===== config.mk =====
export PLATFORM = sky130hd
export DESIGN_NAME = aur_regs
export DESIGN_NICKNAME = d
export VERILOG_FILES = /design/src/aur_pkg.sv /design/src/aur_regs.sv /design/src/aur_sync.sv /design/src/aur_latch_bit.sv
export SDC_FILE = /design/constraint.sdc
export NUM_CORES = 1
export LEC_CHECK = 0
export BUFFER_PORTS_ARGS = -buffer_cell sky130_fd_sc_hd__buf_2
export CAP_MARGIN = 25
export CORE_MARGIN = 4
export CORE_UTILIZATION = 30
export CTS_CLUSTER_SIZE = 8
export DETAILED_ROUTE_END_ITERATION = 8
export PLACE_DENSITY_LB_ADDON = 0.2
export SKIP_LAST_GASP = 1
export SLEW_MARGIN = 30
export SYNTH_ARGS = -nofsm -noshare
export SYNTH_HDL_FRONTEND = slang
export SYNTH_SLANG_ARGS = --single-unit

===== constraint.sdc =====
create_clock -name mclk -period 3.85 [get_ports mclk]
set_input_delay 0.385 -clock mclk [delete_from_list [all_inputs] [get_ports mclk]]
set_output_delay 0.385 -clock mclk [all_outputs]
set_load 0.02 [all_outputs]

===== src/aur_pkg.sv =====
package aur_pkg;
  localparam logic [4:0] MMD_AN = 5'h07;
  localparam logic [15:0] REG_CTRL = 16'h0200;
  localparam logic [15:0] REG_STATUS = 16'h0201;
  localparam logic [15:0] REG_ADV_L = 16'h0202;
  localparam logic [15:0] REG_ADV_M = 16'h0203;
  localparam logic [15:0] CTRL_RESET = 16'h1000;
  localparam logic [15:0] STATUS_RESET = 16'h0008;
  localparam logic [15:0] ADV_L_RESET = 16'h0001;
  localparam logic [15:0] ADV_M_RESET = 16'h4000;
  localparam int CTRL_EN_BIT = 12;
  localparam int CTRL_RESTART_BIT = 9;
  localparam int ST_PAGE_BIT = 6;
  localparam int ST_DONE_BIT = 5;
  localparam int ST_FAULT_BIT = 4;
  localparam int ST_ABLE_BIT = 3;
  localparam int ST_LINK_BIT = 2;
  localparam int ADV_NP_BIT = 15;
  localparam int ADV_ACK_BIT = 14;
  localparam int ADV_RF_BIT = 13;
  localparam int ADV_FMS_BIT = 12;
  localparam int ADV_PAUSE_LSB = 10;
  localparam int ADV_M_B10L_BIT = 14;
  localparam int ADV_M_MST_BIT = 4;
  localparam logic [4:0] SELECTOR_VALUE = 5'h01;
  localparam logic [5:0] PREAMBLE_LEN = 6'h20;
  localparam logic [1:0] OP_ADDR = 2'h0;
  localparam logic [1:0] OP_WRITE = 2'h1;
  localparam logic [1:0] OP_READ_INC = 2'h2;
  localparam logic [1:0] OP_READ = 2'h3;
  localparam logic [4:0] CNT_HDR_LAST = 5'h0D;
  localparam logic [4:0] CNT_TA_FIRST = 5'h0E;
  localparam logic [4:0] CNT_TA_LAST = 5'h0F;
  localparam logic [4:0] CNT_DATA_LAST = 5'h1F;
  localparam logic [1:0] STRAP_WAIT = 2'h3;
  typedef enum logic [1:0] {
    AUR_FR_PRE = 2'b00,
    AUR_FR_HDR = 2'b01,
    AUR_FR_TURN = 2'b11,
    AUR_FR_DATA = 2'b10
  } aur_frame_e;
endpackage


===== src/aur_regs.sv =====
`timescale 1ns/1ps
module aur_regs (
  input wire logic mclk,
  input wire logic rst,
  input wire logic mdc,
  input wire logic mdio_in,
  output logic mdio_out,
  output logic mdio_oe_n,
  input wire logic [4:0] phy_addr,
  input wire logic role_strap,
  input wire logic page_stored,
  input wire logic base_page_stored,
  input wire logic partner_fault,
  input wire logic negotiation_finished,
  input wire logic link_ok,
  input wire logic local_acknowledge,
  input wire logic restart_begun,
  output logic negotiation_enable,
  output logic negotiation_restart,
  output logic local_next_page_request,
  output logic local_fault_advertised,
  output logic role_forced_select,
  output logic [1:0] pause_capability,
  output logic role_master_select,
  output logic ten_t1l_ability
);
  logic [7:0] pins_s;
  logic mdc_s;
  logic mdio_s;
  logic [4:0] phy_addr_s;
  logic strap_s;
  logic mdc_d_ff;
  logic rise;
  aur_pkg::aur_frame_e state_ff;
  logic [5:0] ones_ff;
  logic [4:0] cnt_ff;
  logic [15:0] sh_ff;
  logic [13:0] hdr;
  logic [15:0] word;
  logic hdr_hit;
  logic hdr_end;
  logic frame_end;
  logic [1:0] op_ff;
  logic hit_ff;
  logic [15:0] addr_ff;
  logic [15:0] tx_ff;
  logic rd_go;
  logic status_rd;
  logic wr_go;
  logic page_q;
  logic fault_q;
  logic link_q;
  logic base_valid_ff;
  logic done_live;
  logic [1:0] strap_cnt_ff;

  // Pins are asynchronous to mclk; mdc must stay well below mclk / 4
  aur_sync #(.WIDTH(8)) u_sync (
    .mclk(mclk),
    .rst(rst),
    .async_in({role_strap, phy_addr, mdc, mdio_in}),
    .sync_out(pins_s)
  );
  assign strap_s = pins_s[7];
  assign phy_addr_s = pins_s[6:2];
  assign mdc_s = pins_s[1];
  assign mdio_s = pins_s[0];

  always_ff @(posedge mclk or posedge rst) begin
    if (rst) begin
      mdc_d_ff <= 1'b0;
    end else begin
      mdc_d_ff <= mdc_s;
    end
  end
  assign rise = mdc_s & ~mdc_d_ff;

  // Header bits: [13:12] start, [11:10] op, [9:5] port, [4:0] device
  assign hdr = {sh_ff[12:0], mdio_s};
  assign word = {sh_ff[14:0], mdio_s};
  assign hdr_hit = (hdr[13:12] == 2'h0) && (hdr[9:5] == phy_addr_s) &&
                   (hdr[4:0] == aur_pkg::MMD_AN);
  assign hdr_end = rise && (state_ff == aur_pkg::AUR_FR_HDR) &&
                   (cnt_ff == aur_pkg::CNT_HDR_LAST);
  assign frame_end = rise && (state_ff == aur_pkg::AUR_FR_DATA) &&
                     (cnt_ff == aur_pkg::CNT_DATA_LAST);
  assign rd_go = hdr_end && hdr_hit && hdr[11];
  assign status_rd = rd_go && (addr_ff == aur_pkg::REG_STATUS);
  assign wr_go = frame_end && hit_ff && (op_ff == aur_pkg::OP_WRITE);

  // Frame sequencer
  always_ff @(posedge mclk or posedge rst) begin
    if (rst) begin
      state_ff <= aur_pkg::AUR_FR_PRE;
      ones_ff <= 6'h00;
      cnt_ff <= 5'h00;
      sh_ff <= 16'h0000;
      op_ff <= 2'h0;
      hit_ff <= 1'b0;
    end else if (rise) begin
      unique case (state_ff)
        aur_pkg::AUR_FR_PRE: begin
          if (mdio_s) begin
            if (ones_ff != aur_pkg::PREAMBLE_LEN) begin
              ones_ff <= ones_ff + 6'h01;
            end
          end else if (ones_ff == aur_pkg::PREAMBLE_LEN) begin
            state_ff <= aur_pkg::AUR_FR_HDR;
            cnt_ff <= 5'h01;
            sh_ff <= 16'h0000;
          end else begin
            ones_ff <= 6'h00;
          end
        end
        aur_pkg::AUR_FR_HDR: begin
          sh_ff <= word;
          cnt_ff <= cnt_ff + 5'h01;
          if (cnt_ff == aur_pkg::CNT_HDR_LAST) begin
            op_ff <= hdr[11:10];
            hit_ff <= hdr_hit;
            if (hdr[13:12] == 2'h0) begin
              state_ff <= aur_pkg::AUR_FR_TURN;
            end else begin
              // Not a clause 45 frame: hunt for a new preamble
              state_ff <= aur_pkg::AUR_FR_PRE;
              ones_ff <= 6'h00;
            end
          end
        end
        aur_pkg::AUR_FR_TURN: begin
          cnt_ff <= cnt_ff + 5'h01;
          if (cnt_ff == aur_pkg::CNT_TA_LAST) begin
            state_ff <= aur_pkg::AUR_FR_DATA;
          end
        end
        aur_pkg::AUR_FR_DATA: begin
          sh_ff <= word;
          cnt_ff <= cnt_ff + 5'h01;
          if (cnt_ff == aur_pkg::CNT_DATA_LAST) begin
            state_ff <= aur_pkg::AUR_FR_PRE;
            ones_ff <= 6'h00;
          end
        end
      endcase
    end
  end

  // Address register; read-increment steps after the data phase
  always_ff @(posedge mclk or posedge rst) begin
    if (rst) begin
      addr_ff <= 16'h0000;
    end else if (frame_end && hit_ff) begin
      if (op_ff == aur_pkg::OP_ADDR) begin
        addr_ff <= word;
      end else if (op_ff == aur_pkg::OP_READ_INC) begin
        addr_ff <= addr_ff + 16'h0001;
      end
    end
  end

  function automatic logic [15:0] read_word(
    input logic [15:0] a,
    input logic en,
    input logic rs,
    input logic pg,
    input logic dn,
    input logic fl,
    input logic lk
  );
    logic [15:0] r;
    r = 16'h0000;
    if (a == aur_pkg::REG_CTRL) begin
      r[aur_pkg::CTRL_EN_BIT] = en;
      r[aur_pkg::CTRL_RESTART_BIT] = rs;
    end else if (a == aur_pkg::REG_STATUS) begin
      r[aur_pkg::ST_PAGE_BIT] = pg;
      r[aur_pkg::ST_DONE_BIT] = dn;
      r[aur_pkg::ST_FAULT_BIT] = fl;
      r[aur_pkg::ST_ABLE_BIT] = 1'b1;
      r[aur_pkg::ST_LINK_BIT] = lk;
    end else if (a == aur_pkg::REG_ADV_L) begin
      r[aur_pkg::ADV_NP_BIT] = local_next_page_request;
      r[aur_pkg::ADV_ACK_BIT] = local_acknowledge;
      r[aur_pkg::ADV_RF_BIT] = local_fault_advertised;
      r[aur_pkg::ADV_FMS_BIT] = role_forced_select;
      r[aur_pkg::ADV_PAUSE_LSB+1:aur_pkg::ADV_PAUSE_LSB] = pause_capability;
      r[4:0] = aur_pkg::SELECTOR_VALUE;
    end else if (a == aur_pkg::REG_ADV_M) begin
      r[aur_pkg::ADV_M_B10L_BIT] = ten_t1l_ability;
      r[aur_pkg::ADV_M_MST_BIT] = role_master_select;
    end
    return r;
  endfunction

  // Read data is frozen at the end of the header, the same edge that
  // clears the latched status bits
  always_ff @(posedge mclk or posedge rst) begin
    if (rst) begin
      tx_ff <= 16'h0000;
    end else if (rd_go) begin
      tx_ff <= read_word(addr_ff, negotiation_enable, negotiation_restart,
                         page_q, done_live, fault_q, link_q);
    end else if (rise && (state_ff != aur_pkg::AUR_FR_HDR) &&
                 (cnt_ff >= aur_pkg::CNT_TA_LAST)) begin
      tx_ff <= {tx_ff[14:0], 1'b0};
    end
  end

  // Pin driver: release for the first turnaround bit, 0 on the second,
  // then data MSB first; changes follow the mdc rising edge
  always_ff @(posedge mclk or posedge rst) begin
    if (rst) begin
      mdio_out <= 1'b1;
      mdio_oe_n <= 1'b1;
    end else if (rise && hit_ff && op_ff[1]) begin
      if ((state_ff == aur_pkg::AUR_FR_TURN) &&
          (cnt_ff == aur_pkg::CNT_TA_FIRST)) begin
        mdio_out <= 1'b0;
        mdio_oe_n <= 1'b0;
      end else if (frame_end) begin
        mdio_out <= 1'b1;
        mdio_oe_n <= 1'b1;
      end else if ((state_ff != aur_pkg::AUR_FR_PRE) &&
                   (state_ff != aur_pkg::AUR_FR_HDR) &&
                   (cnt_ff >= aur_pkg::CNT_TA_LAST)) begin
        mdio_out <= tx_ff[15];
      end
    end else if (rise && (state_ff == aur_pkg::AUR_FR_PRE)) begin
      mdio_out <= 1'b1;
      mdio_oe_n <= 1'b1;
    end
  end

  // Control register
  always_ff @(posedge mclk or posedge rst) begin
    if (rst) begin
      negotiation_enable <= aur_pkg::CTRL_RESET[aur_pkg::CTRL_EN_BIT];
      negotiation_restart <= aur_pkg::CTRL_RESET[aur_pkg::CTRL_RESTART_BIT];
    end else begin
      if (wr_go && (addr_ff == aur_pkg::REG_CTRL)) begin
        negotiation_enable <= word[aur_pkg::CTRL_EN_BIT];
      end
      // A fresh request wins over the engine's acknowledge
      if (wr_go && (addr_ff == aur_pkg::REG_CTRL) &&
          word[aur_pkg::CTRL_RESTART_BIT]) begin
        negotiation_restart <= 1'b1;
      end else if (restart_begun) begin
        negotiation_restart <= 1'b0;
      end
    end
  end

  // Advertisement low word
  always_ff @(posedge mclk or posedge rst) begin
    if (rst) begin
      local_next_page_request <= aur_pkg::ADV_L_RESET[aur_pkg::ADV_NP_BIT];
      local_fault_advertised <= aur_pkg::ADV_L_RESET[aur_pkg::ADV_RF_BIT];
      role_forced_select <= aur_pkg::ADV_L_RESET[aur_pkg::ADV_FMS_BIT];
      pause_capability <= aur_pkg::ADV_L_RESET[11:10];
    end else if (wr_go && (addr_ff == aur_pkg::REG_ADV_L)) begin
      local_next_page_request <= word[aur_pkg::ADV_NP_BIT];
      local_fault_advertised <= word[aur_pkg::ADV_RF_BIT];
      role_forced_select <= word[aur_pkg::ADV_FMS_BIT];
      pause_capability <= word[11:10];
    end
  end

  // Next advertisement word; role bit takes its strap once pins settle
  always_ff @(posedge mclk or posedge rst) begin
    if (rst) begin
      ten_t1l_ability <= aur_pkg::ADV_M_RESET[aur_pkg::ADV_M_B10L_BIT];
      role_master_select <= aur_pkg::ADV_M_RESET[aur_pkg::ADV_M_MST_BIT];
      strap_cnt_ff <= 2'h0;
    end else if (strap_cnt_ff != aur_pkg::STRAP_WAIT) begin
      strap_cnt_ff <= strap_cnt_ff + 2'h1;
      role_master_select <= strap_s;
    end else if (wr_go && (addr_ff == aur_pkg::REG_ADV_M)) begin
      ten_t1l_ability <= word[aur_pkg::ADV_M_B10L_BIT];
      role_master_select <= word[aur_pkg::ADV_M_MST_BIT];
    end
  end

  // Status bits
  aur_latch_bit #(.LATCH_LOW(1'b0)) u_page (
    .mclk(mclk),
    .rst(rst),
    .cond(page_stored),
    .rd_clr(status_rd),
    .q(page_q)
  );
  aur_latch_bit #(.LATCH_LOW(1'b0)) u_fault (
    .mclk(mclk),
    .rst(rst),
    .cond(base_page_stored & partner_fault),
    .rd_clr(status_rd),
    .q(fault_q)
  );
  aur_latch_bit #(.LATCH_LOW(1'b1)) u_link (
    .mclk(mclk),
    .rst(rst),
    .cond(link_ok),
    .rd_clr(status_rd),
    .q(link_q)
  );

  // Partner base page is invalid again once a new negotiation starts
  always_ff @(posedge mclk or posedge rst) begin
    if (rst) begin
      base_valid_ff <= 1'b0;
    end else if (base_page_stored) begin
      base_valid_ff <= 1'b1;
    end else if (!negotiation_enable || restart_begun) begin
      base_valid_ff <= 1'b0;
    end
  end

  assign done_live = negotiation_finished & link_ok & base_valid_ff &
                     negotiation_enable;
endmodule


===== src/aur_sync.sv =====
`timescale 1ns/1ps
module aur_sync #(
  parameter int WIDTH = 2
) (
  input wire logic mclk,
  input wire logic rst,
  input wire logic [WIDTH-1:0] async_in,
  output logic [WIDTH-1:0] sync_out
);
  logic [WIDTH-1:0] meta_ff;

  // First stage feeds only the second stage
  always_ff @(posedge mclk or posedge rst) begin
    if (rst) begin
      meta_ff <= '0;
      sync_out <= '0;
    end else begin
      meta_ff <= async_in;
      sync_out <= meta_ff;
    end
  end
endmodule


===== src/aur_latch_bit.sv =====
`timescale 1ns/1ps
module aur_latch_bit #(
  parameter bit LATCH_LOW = 1'b0
) (
  input wire logic mclk,
  input wire logic rst,
  input wire logic cond,
  input wire logic rd_clr,
  output logic q
);
  // A clearing read reloads from the live condition, so an event in the
  // same cycle as the read is kept
  always_ff @(posedge mclk or posedge rst) begin
    if (rst) begin
      q <= 1'b0;
    end else if (rd_clr) begin
      q <= cond;
    end else if (LATCH_LOW) begin
      q <= q & cond;
    end else begin
      q <= q | cond;
    end
  end
endmodule


==> flow_summary_export.csv, run 1 <==
group,metric,value,unit
critical_path,arrival,2.76,ns
global_routing,grtUsageTotal,12.61,%
floorplan,rows,46,
global_routing,grt_max_degree,40,
synthesis,synthCells,480,
clock_tree,cts_buffers,9,
detailed_routing,num_vias,3607,
sta,setup_viol,0,
layout,design_area,0.005495,mm2
synthesis,synth_edf_count,0,
sta,relSlewSlack,37.74,%
placed_design,place_congestion,0.8323,
clock_tree,cts.path.max_buffers,2,
synthesis,synth_warnings,0,
synthesis,synth_seq_cells,97,
synthesis,async_flop_share,100.0,%
synthesis,synth.top_cells.by_area,"dfrtp_1 48%, nand2_1 5.5%, ha_1 4.4%, o21ai_0 3.6%, mux2_2 3.5%",
pwr,finalPower,2038,uW
floorplan,ioPinCount,28,
synthesis,synth_top_area_share,48.35,%
critical_path,cp-end-kind,"flop",
layout,area_growth,14.17,%
critical_path,critical_path_class,"flop to flop",
layout,layout_commonest_cell,"dfrtp_1",
synthesis,syn_area,0.004813,mm2
global_routing,grt_pass1_wl,18.23,mm
layout,final_cell_mix,"93 x dfrtp_1, 70 x nand2_1, 35 x o21ai_0, 34 x nor2_1, 27 x buf_2",
floorplan,fp.coreArea,0.01583,mm2
sta,timing.fmax,0.3972,GHz
run_status,status,"finished clean",
layout,insertedDiodeCount,0,
detailed_routing,viasPerCell,4.961,
synthesis,synth_ff_type,"dfrtp_1",
pwr,p_leak,0.002300,uW
layout,regArea,0.002432,mm2
placed_design,port_buffers,27,
layout,final_cells,727,
sta,maxSlewViolCount,0,
detailed_routing,drt_iter0_markers,195,
synthesis,ys_seq_area_share,50.53,%
layout,n_fill_cell,1592,
global_routing,grt_overflow,0,
layout,multiInputGateArea,0.002248,mm2
clock_tree,clkTransAtPathRegs,0.07,ns
clock_tree,cts_tree,"done",
critical_path,crit_fanout,21,
detailed_routing,routed_wl,11.12,mm
placed_design,post_dp_cell_area,0.005179,mm2
placed_design,place_inst,709,
floorplan,die_w,134.7,um
sta,hold_viol_final,0,
synthesis,synth_area_leader_cell,"dfrtp_1",
clock_tree,cts.sinks,97,
pwr,vdd_drop_max,214.2,uV
clock_tree,worstSkewPairLatency,0.34,ns
synthesis,syn-num-nets,514,
critical_path,startpoint_type,"flop",
global_routing,grt_pass1_vias,3435,
critical_path,required,4.09,ns
synthesis,syn_area_per_cell,10.03,um2
sta,setup_tns,0,ns
sta,finalClockSkew,0.004113,ns
clock_tree,post-cts-setup-buffer-count,0,
global_routing,antenna_found_initial,0,
detailed_routing,wl_per_cell,15.29,um
min_path,hp-class,"input port to flop",
sta,fin_crit_sh,65.40,%
detailed_routing,antenna_left,0,
sta,hold_ws,0.1441,ns
detailed_routing,drc,0,
placed_design,hpwlAfterDp,7.925,mm
sta,layout_min_cycle_time,2.518,ns
synthesis,synth.distinct_cells,60,
clock_tree,cts_htree_levels,3,
flow_run,drv_cap,0,
sta,rsz0062_at_grt,"false",
clock_tree,root_buffer,"clkbuf_16",
floorplan,start_util,30.41,%
pwr,p_per_area,370.9,mW/mm2
layout,nNetsFinal,540,
floorplan,die_y,134.7,um
floorplan,die_area,0.01813,mm2
layout,drive_gt1_share,17.03,%
detailed_routing,dr.pass1.iters,4,
sta,worst_pin_slew,0.9339,ns
[synthesized netlist by cell type (all sizes together) (2+ instances only)]
cell     number
o22ai         5
or2           2
o211ai        2
a311oi        2
and3          3
a211oi        5
nand2b        6
or3           5
mux2         15
buf           5
nor4b         3
xnor2         6
nand4b        2
or4           3
nor3b         2
mux2i        15
nor3         11
nand3b        2
nand2        70
nand4         9
dfstp         4
or4b          2
ha           17
clkbuf       13
inv          16
nor2         34
dfrtp        93
a221oi        2
o21ai        37
nand3        27
a21o          4
a21oi        25
o31ai         2
a31o          7
o32ai         2
o41ai         2
a2bb2oi       4
nor4          4
[flip-flops by register name (all words and copies together) (netlist names), 2 cells and up]
| name | count |
|---|---|
| pause_capability | 2 |
| strap_cnt_ff | 2 |
| u_sync.sync_out | 8 |
| u_sync.meta_ff | 8 |
| cnt_ff | 5 |
| ones_ff | 6 |
| state_ff | 2 |
| op_ff | 2 |
| addr_ff | 16 |
| sh_ff | 15 |
| tx_ff | 16 |
[critical path, stage by stage (launching register included)]
cell and delay [ns]:
dfrtp_1 0.41, inv_1 0.11, ha_1 0.37, nand3b_1 0.14
nor3_1 0.16, nor4b_4 0.57, buf_4 0.35, nor2_1 0.08
a31o_2 0.21
[what timing repair did]
action,4_1_cts,5_1_grt
gates resized for setup,0,0
hold buffers,1,0
hold endpoints to repair,18,0
[metal layers]
layer	wire, um	global-route usage (%)
met1	5511	17.43
met2	5237	19.90
met4	71	3.394
met5	0	0
met3	298	3.018
[layout make-up]
class	count	share of cell area, %
sequential	97	44.26
multi-input combinational	349	40.92
tap	216	4.918
clock buffer	10	4.167
timing repair buffer	33	3.393
clock inverter	6	1.207
inverter	16	1.138
[logic make-up after synthesis]
family / share of synthesized area (%)
xor gates and xnor gates: 1.092
and+or+nand+nor: 20.25
muxes: 6.628
AOI/OAI and AO/OA: 14.04
buffers and inverters: 3.041
DFF: 50.53
adders and majority gates: 4.419
[metrics by stage]
stage          worst slack (ns)  utilization [%]
2_1_floorplan            0.9379                -
3_3_place_gp              1.188            32.72
3_5_place_dp              1.098            32.72
4_1_cts                   1.070            34.65
5_1_grt                   1.099            34.72
6_report                  1.332            34.72
[worst paths after layout]
check / startpoint / end / slack, ns / depth (start not counted)
min reg2reg: u_sync.meta_ff[6]$_DFF_PP0_ / u_sync.sync_out[6]$_DFF_PP0_ / 0.35 / 0
max reg2reg: state_ff[1]$_DFFE_PP0P_ / tx_ff[13]$_DFFE_PP0P_ / 1.33 / 8
min in group asynchronous: rst / tx_ff[0]$_DFFE_PP0P_ / 0.53 / 3
min: phy_addr[3] / u_sync.meta_ff[5]$_DFF_PP0_ / 0.14 / 1
max: state_ff[1]$_DFFE_PP0P_ / tx_ff[13]$_DFFE_PP0P_ / 1.33 / 8
max in group asynchronous: rst / ten_t1l_ability$_DFFE_PP1P_ / 2.50 / 4
[power breakdown]
part	internal, uW	total (uW)	switching, uW
Sequential	1040	1060	22.3
Clock	507	903	397
Combinational	27.7	73.2	45.5
Total	1570	2040	464
Power figures use the tool's default switching activity.
==> inputs of run 2 (changes only) <==
Settings changed: ABC_AREA from default to 1.
Clock period 3.85 ns to 2.6 ns, I/O delays scaled along.
==> run 2 against run 1 <==
Compared with the run above:
- synthesized area is 4.4% higher
- combinational power rose by 46%
- sequential power up 46%
- final cell count increased by 21%
- global-route usage grew 1.1 points
- first-iteration DRC count up 52%
- wire length increased by 7.0%
- synthesized cell count up 29%
- total power up 48%
- hold slack worse by 0.13 ns
- clock skew is 0.0073 ns higher
- critical path type unchanged
- critical endpoint is now addr_ff[12]$_DFFE_PP0P_
==> flow_summary_export.csv, run 2 <==
group,metric,value,unit
floorplan,die_y,137.4,um
pwr,netSwitchingPower,691.2,uW
layout,top_regs,"addr_ff: 16 flops, tx_ff: 16 flops, sh_ff: 15 flops",
placed_design,place_congestion,0.8430,
floorplan,die_w,137.4,um
global_routing,grt_overflow,0,
clock_tree,cts_htree_levels,3,
pwr,p_sw_share,22.91,%
min_path,hp-class,"input port to asynchronous set/reset pin",
layout,final_cell_mix,"127 x nand2_1, 93 x dfrtp_1, 86 x inv_1, 67 x nor2_1, 56 x o21ai_0",
pwr,sequentialPowerShare,51.3,%
clock_tree,cts.path.max_buffers,2,
sta,layout_min_cycle_time,2.210,ns
layout,area_growth,15.39,%
clock_tree,cts.sinks,97,
global_routing,grt_max_degree,36,
critical_path,arrival,2.48,ns
detailed_routing,viasPerCell,4.680,
placed_design,hpwlAfterDp,8.836,mm
synthesis,synth_area_leader_cell,"dfrtp_1",
floorplan,start_util,30.41,%
synthesis,synth_warnings,0,
clock_tree,worstSkewPairLatency,0.35,ns
critical_path,critical_path_buf_inv_count,2,
critical_path,cp-end-kind,"flop",
critical_path,critPathMaxStageDelay,0.42,ns
layout,drive_gt1_share,12.97,%
global_routing,grt_pass1_wl,20.37,mm
critical_path,cp_cell_sequence,"ha_1 -> inv_1 -> nor2_1 -> ha_1 -> nand2_1 -> nor3_2 -> nand2_1 -> inv_2 -> o21ai_0 -> a22oi_1",
global_routing,grtUsageTotal,13.74,%
sta,maxSlewViolCount,0,
synthesis,syn_area,0.005025,mm2
pwr,finalPower,3016,uW
synthesis,synth-xor-area-share,0.6972,%
synthesis,syn-num-nets,654,
synthesis,async_flop_share,100.0,%
floorplan,fp.coreArea,0.01652,mm2
critical_path,startpoint_type,"flop",
critical_path,crit_fanout,25,
critical_path,cp_top_family,"simple AND/OR/NAND/NOR gates",
synthesis,synthMuxAreaShare,0,%
layout,final_cells,883,
synthesis,synthSimpleGateAreaFrac,25.35,%
pwr,vdd_drop_max,304.8,uV
synthesis,synth.most_common_cell,"nand2_1",
placed_design,place_inst,860,
critical_path,required,2.87,ns
sta,relSlewSlack,53.09,%
sta,finalClockSkew,0.01138,ns
sta,worst_pin_slew,0.7021,ns
synthesis,synth_ff_type,"dfrtp_1",
detailed_routing,wl_per_cell,13.48,um
synthesis,synth_top_area_share,46.31,%
sta,setup_viol,0,
detailed_routing,antenna_left,0,
sta,hold_viol_final,0,
synthesis,synth_top_family_by_area,"simple AND/OR/NAND/NOR gates",
layout,n_fill_cell,1748,
critical_path,crit_slowest_cell,"dfrtp_1",
floorplan,ioPinCount,28,
detailed_routing,drt_iter0_markers,297,
sta,fin_crit_sh,84.99,%
floorplan,rows,47,
detailed_routing,dr.pass1.iters,5,
pwr,p_int,2325,uW
detailed_routing,num_vias,4132,
global_routing,antenna_found_initial,0,
clock_tree,cts_buffers,9,
sta,rsz0062_at_grt,"false",
clock_tree,clkTransAtPathRegs,0.07,ns
layout,layout_commonest_cell,"nand2_1",
synthesis,synthAdderAreaFrac,4.233,%
run_status,status,"finished clean",
layout,insertedDiodeCount,0,
synthesis,synth_compound_area_share,12.72,%
detailed_routing,drc,0,
pwr,power_frac_comb,3.5,%
synthesis,synth.top_cells.by_area,"dfrtp_1 46%, nand2_1 9.5%, inv_1 6.5%, o21ai_0 5.6%, nand3_1 5.1%",
synthesis,synthCells,620,
synthesis,synth_edf_count,0,
clock_tree,post-cts-setup-buffer-count,0,
pwr,p_leak,0.002727,uW
sta,setup_tns,0,ns
layout,nNetsFinal,692,
synthesis,synth_seq_cells,97,
pwr,p_per_area,520.2,mW/mm2
pwr,clkPwrFrac,45.2,%
flow_run,drv_cap,0,
floorplan,die_area,0.01888,mm2
placed_design,port_buffers,27,
synthesis,synth_common_cells,"127 x nand2_1, 93 x dfrtp_1, 87 x inv_1, 67 x nor2_1, 56 x o21ai_0",
global_routing,grt_pass1_vias,3990,
synthesis,synth.distinct_cells,39,
synthesis,ys_seq_area_share,48.41,%
critical_path,critical_path_class,"flop to flop",
layout,final_util,35.09,%
clock_tree,cts_tree,"done",
detailed_routing,routed_wl,11.90,mm
clock_tree,root_buffer,"clkbuf_16",
synthesis,syn_area_per_cell,8.105,um2
sta,timing.fmax,0.4526,GHz
==> run 2: changes by cell type after synthesis, sizes merged, moves of 7 or more <==
cell / change
nand2: +61
a31o: -7
o21ai: +26
inv: +78
nand3: +25
clkbuf: -7
mux2i: -15
nor2: +45
mux2: -15
==> run 2: metrics by stage <==
step                hold WS (ns)  setup WS (ns)  cell area (um2)
floorplan                 0.2914         0.7201             5029
global placement          0.3323         0.3859             5425
detailed placement        0.3347         0.2875             5425
CTS                    0.0004264         0.2754             5798
global route             0.01405        0.07897             5798
finish                   0.01823         0.3903             5798
==> run 2: layout make-up <==
| type | instances | area (um2) | area share (%) |
|---|---|---|---|
| flip-flops and latches | 97 | 2432 | 41.95 |
| clock inverters | 7 | 77.57 | 1.338 |
| well taps | 220 | 275.3 | 4.748 |
| clock buffers | 9 | 225.2 | 3.884 |
| repair buffers | 39 | 267.8 | 4.618 |
| inverters | 94 | 359.1 | 6.193 |
| multi-input cells | 417 | 2161 | 37.27 |
==> run 2: path summary, 6_finish.rpt <==
| path | startpoint | endpoint | slack (ns) | cells after the start |
|---|---|---|---|---|
| setup / recovery | cnt_ff[0]$_DFFE_PP0P_ | addr_ff[12]$_DFFE_PP0P_ | 0.39 | 10 |
| hold reg to reg | u_sync.meta_ff[1]$_DFF_PP0_ | u_sync.sync_out[1]$_DFF_PP0_ | 0.34 | 0 |
| setup reg to reg | cnt_ff[0]$_DFFE_PP0P_ | addr_ff[12]$_DFFE_PP0P_ | 0.39 | 10 |
| hold / removal | rst | u_sync.meta_ff[2]$_DFF_PP0_ | 0.02 | 2 |
| min in group mclk | phy_addr[2] | u_sync.meta_ff[4]$_DFF_PP0_ | 0.02 | 1 |
| max in group asynchronous | rst | negotiation_enable$_DFFE_PP1P_ | 1.92 | 3 |
==> run 2: per-layer routing <==
layer | wire length, um | GRT usage (%)
met5 | 0 | 0
met4 | 266 | 5.543
met3 | 499 | 2.739
met2 | 5355 | 21.29
met1 | 5780 | 18.81
==> run 2: cells by family after synthesis <==
group / after synthesis
flops: 97
buf+inv: 106
fa+ha+maj: 17
xor+xnor: 4
simple gates: 280
compound gates: 116
==> run 2: what timing repair did <==
action | CTS | global route
setup endpoints to repair | 0 | 1
gates resized for setup | 0 | 1
hold endpoints to repair | 7 | 0
hold buffers | 7 | 0
==> run 2: power groups by stage <==
stage,logic [uW],clock network [uW],registers [uW]
floorplan,60.8,0,1570
global placement,101,0,1570
detailed placement,103,0,1580
CTS,111,1420,1550
global route,127,1480,1550
finish,107,1360,1550
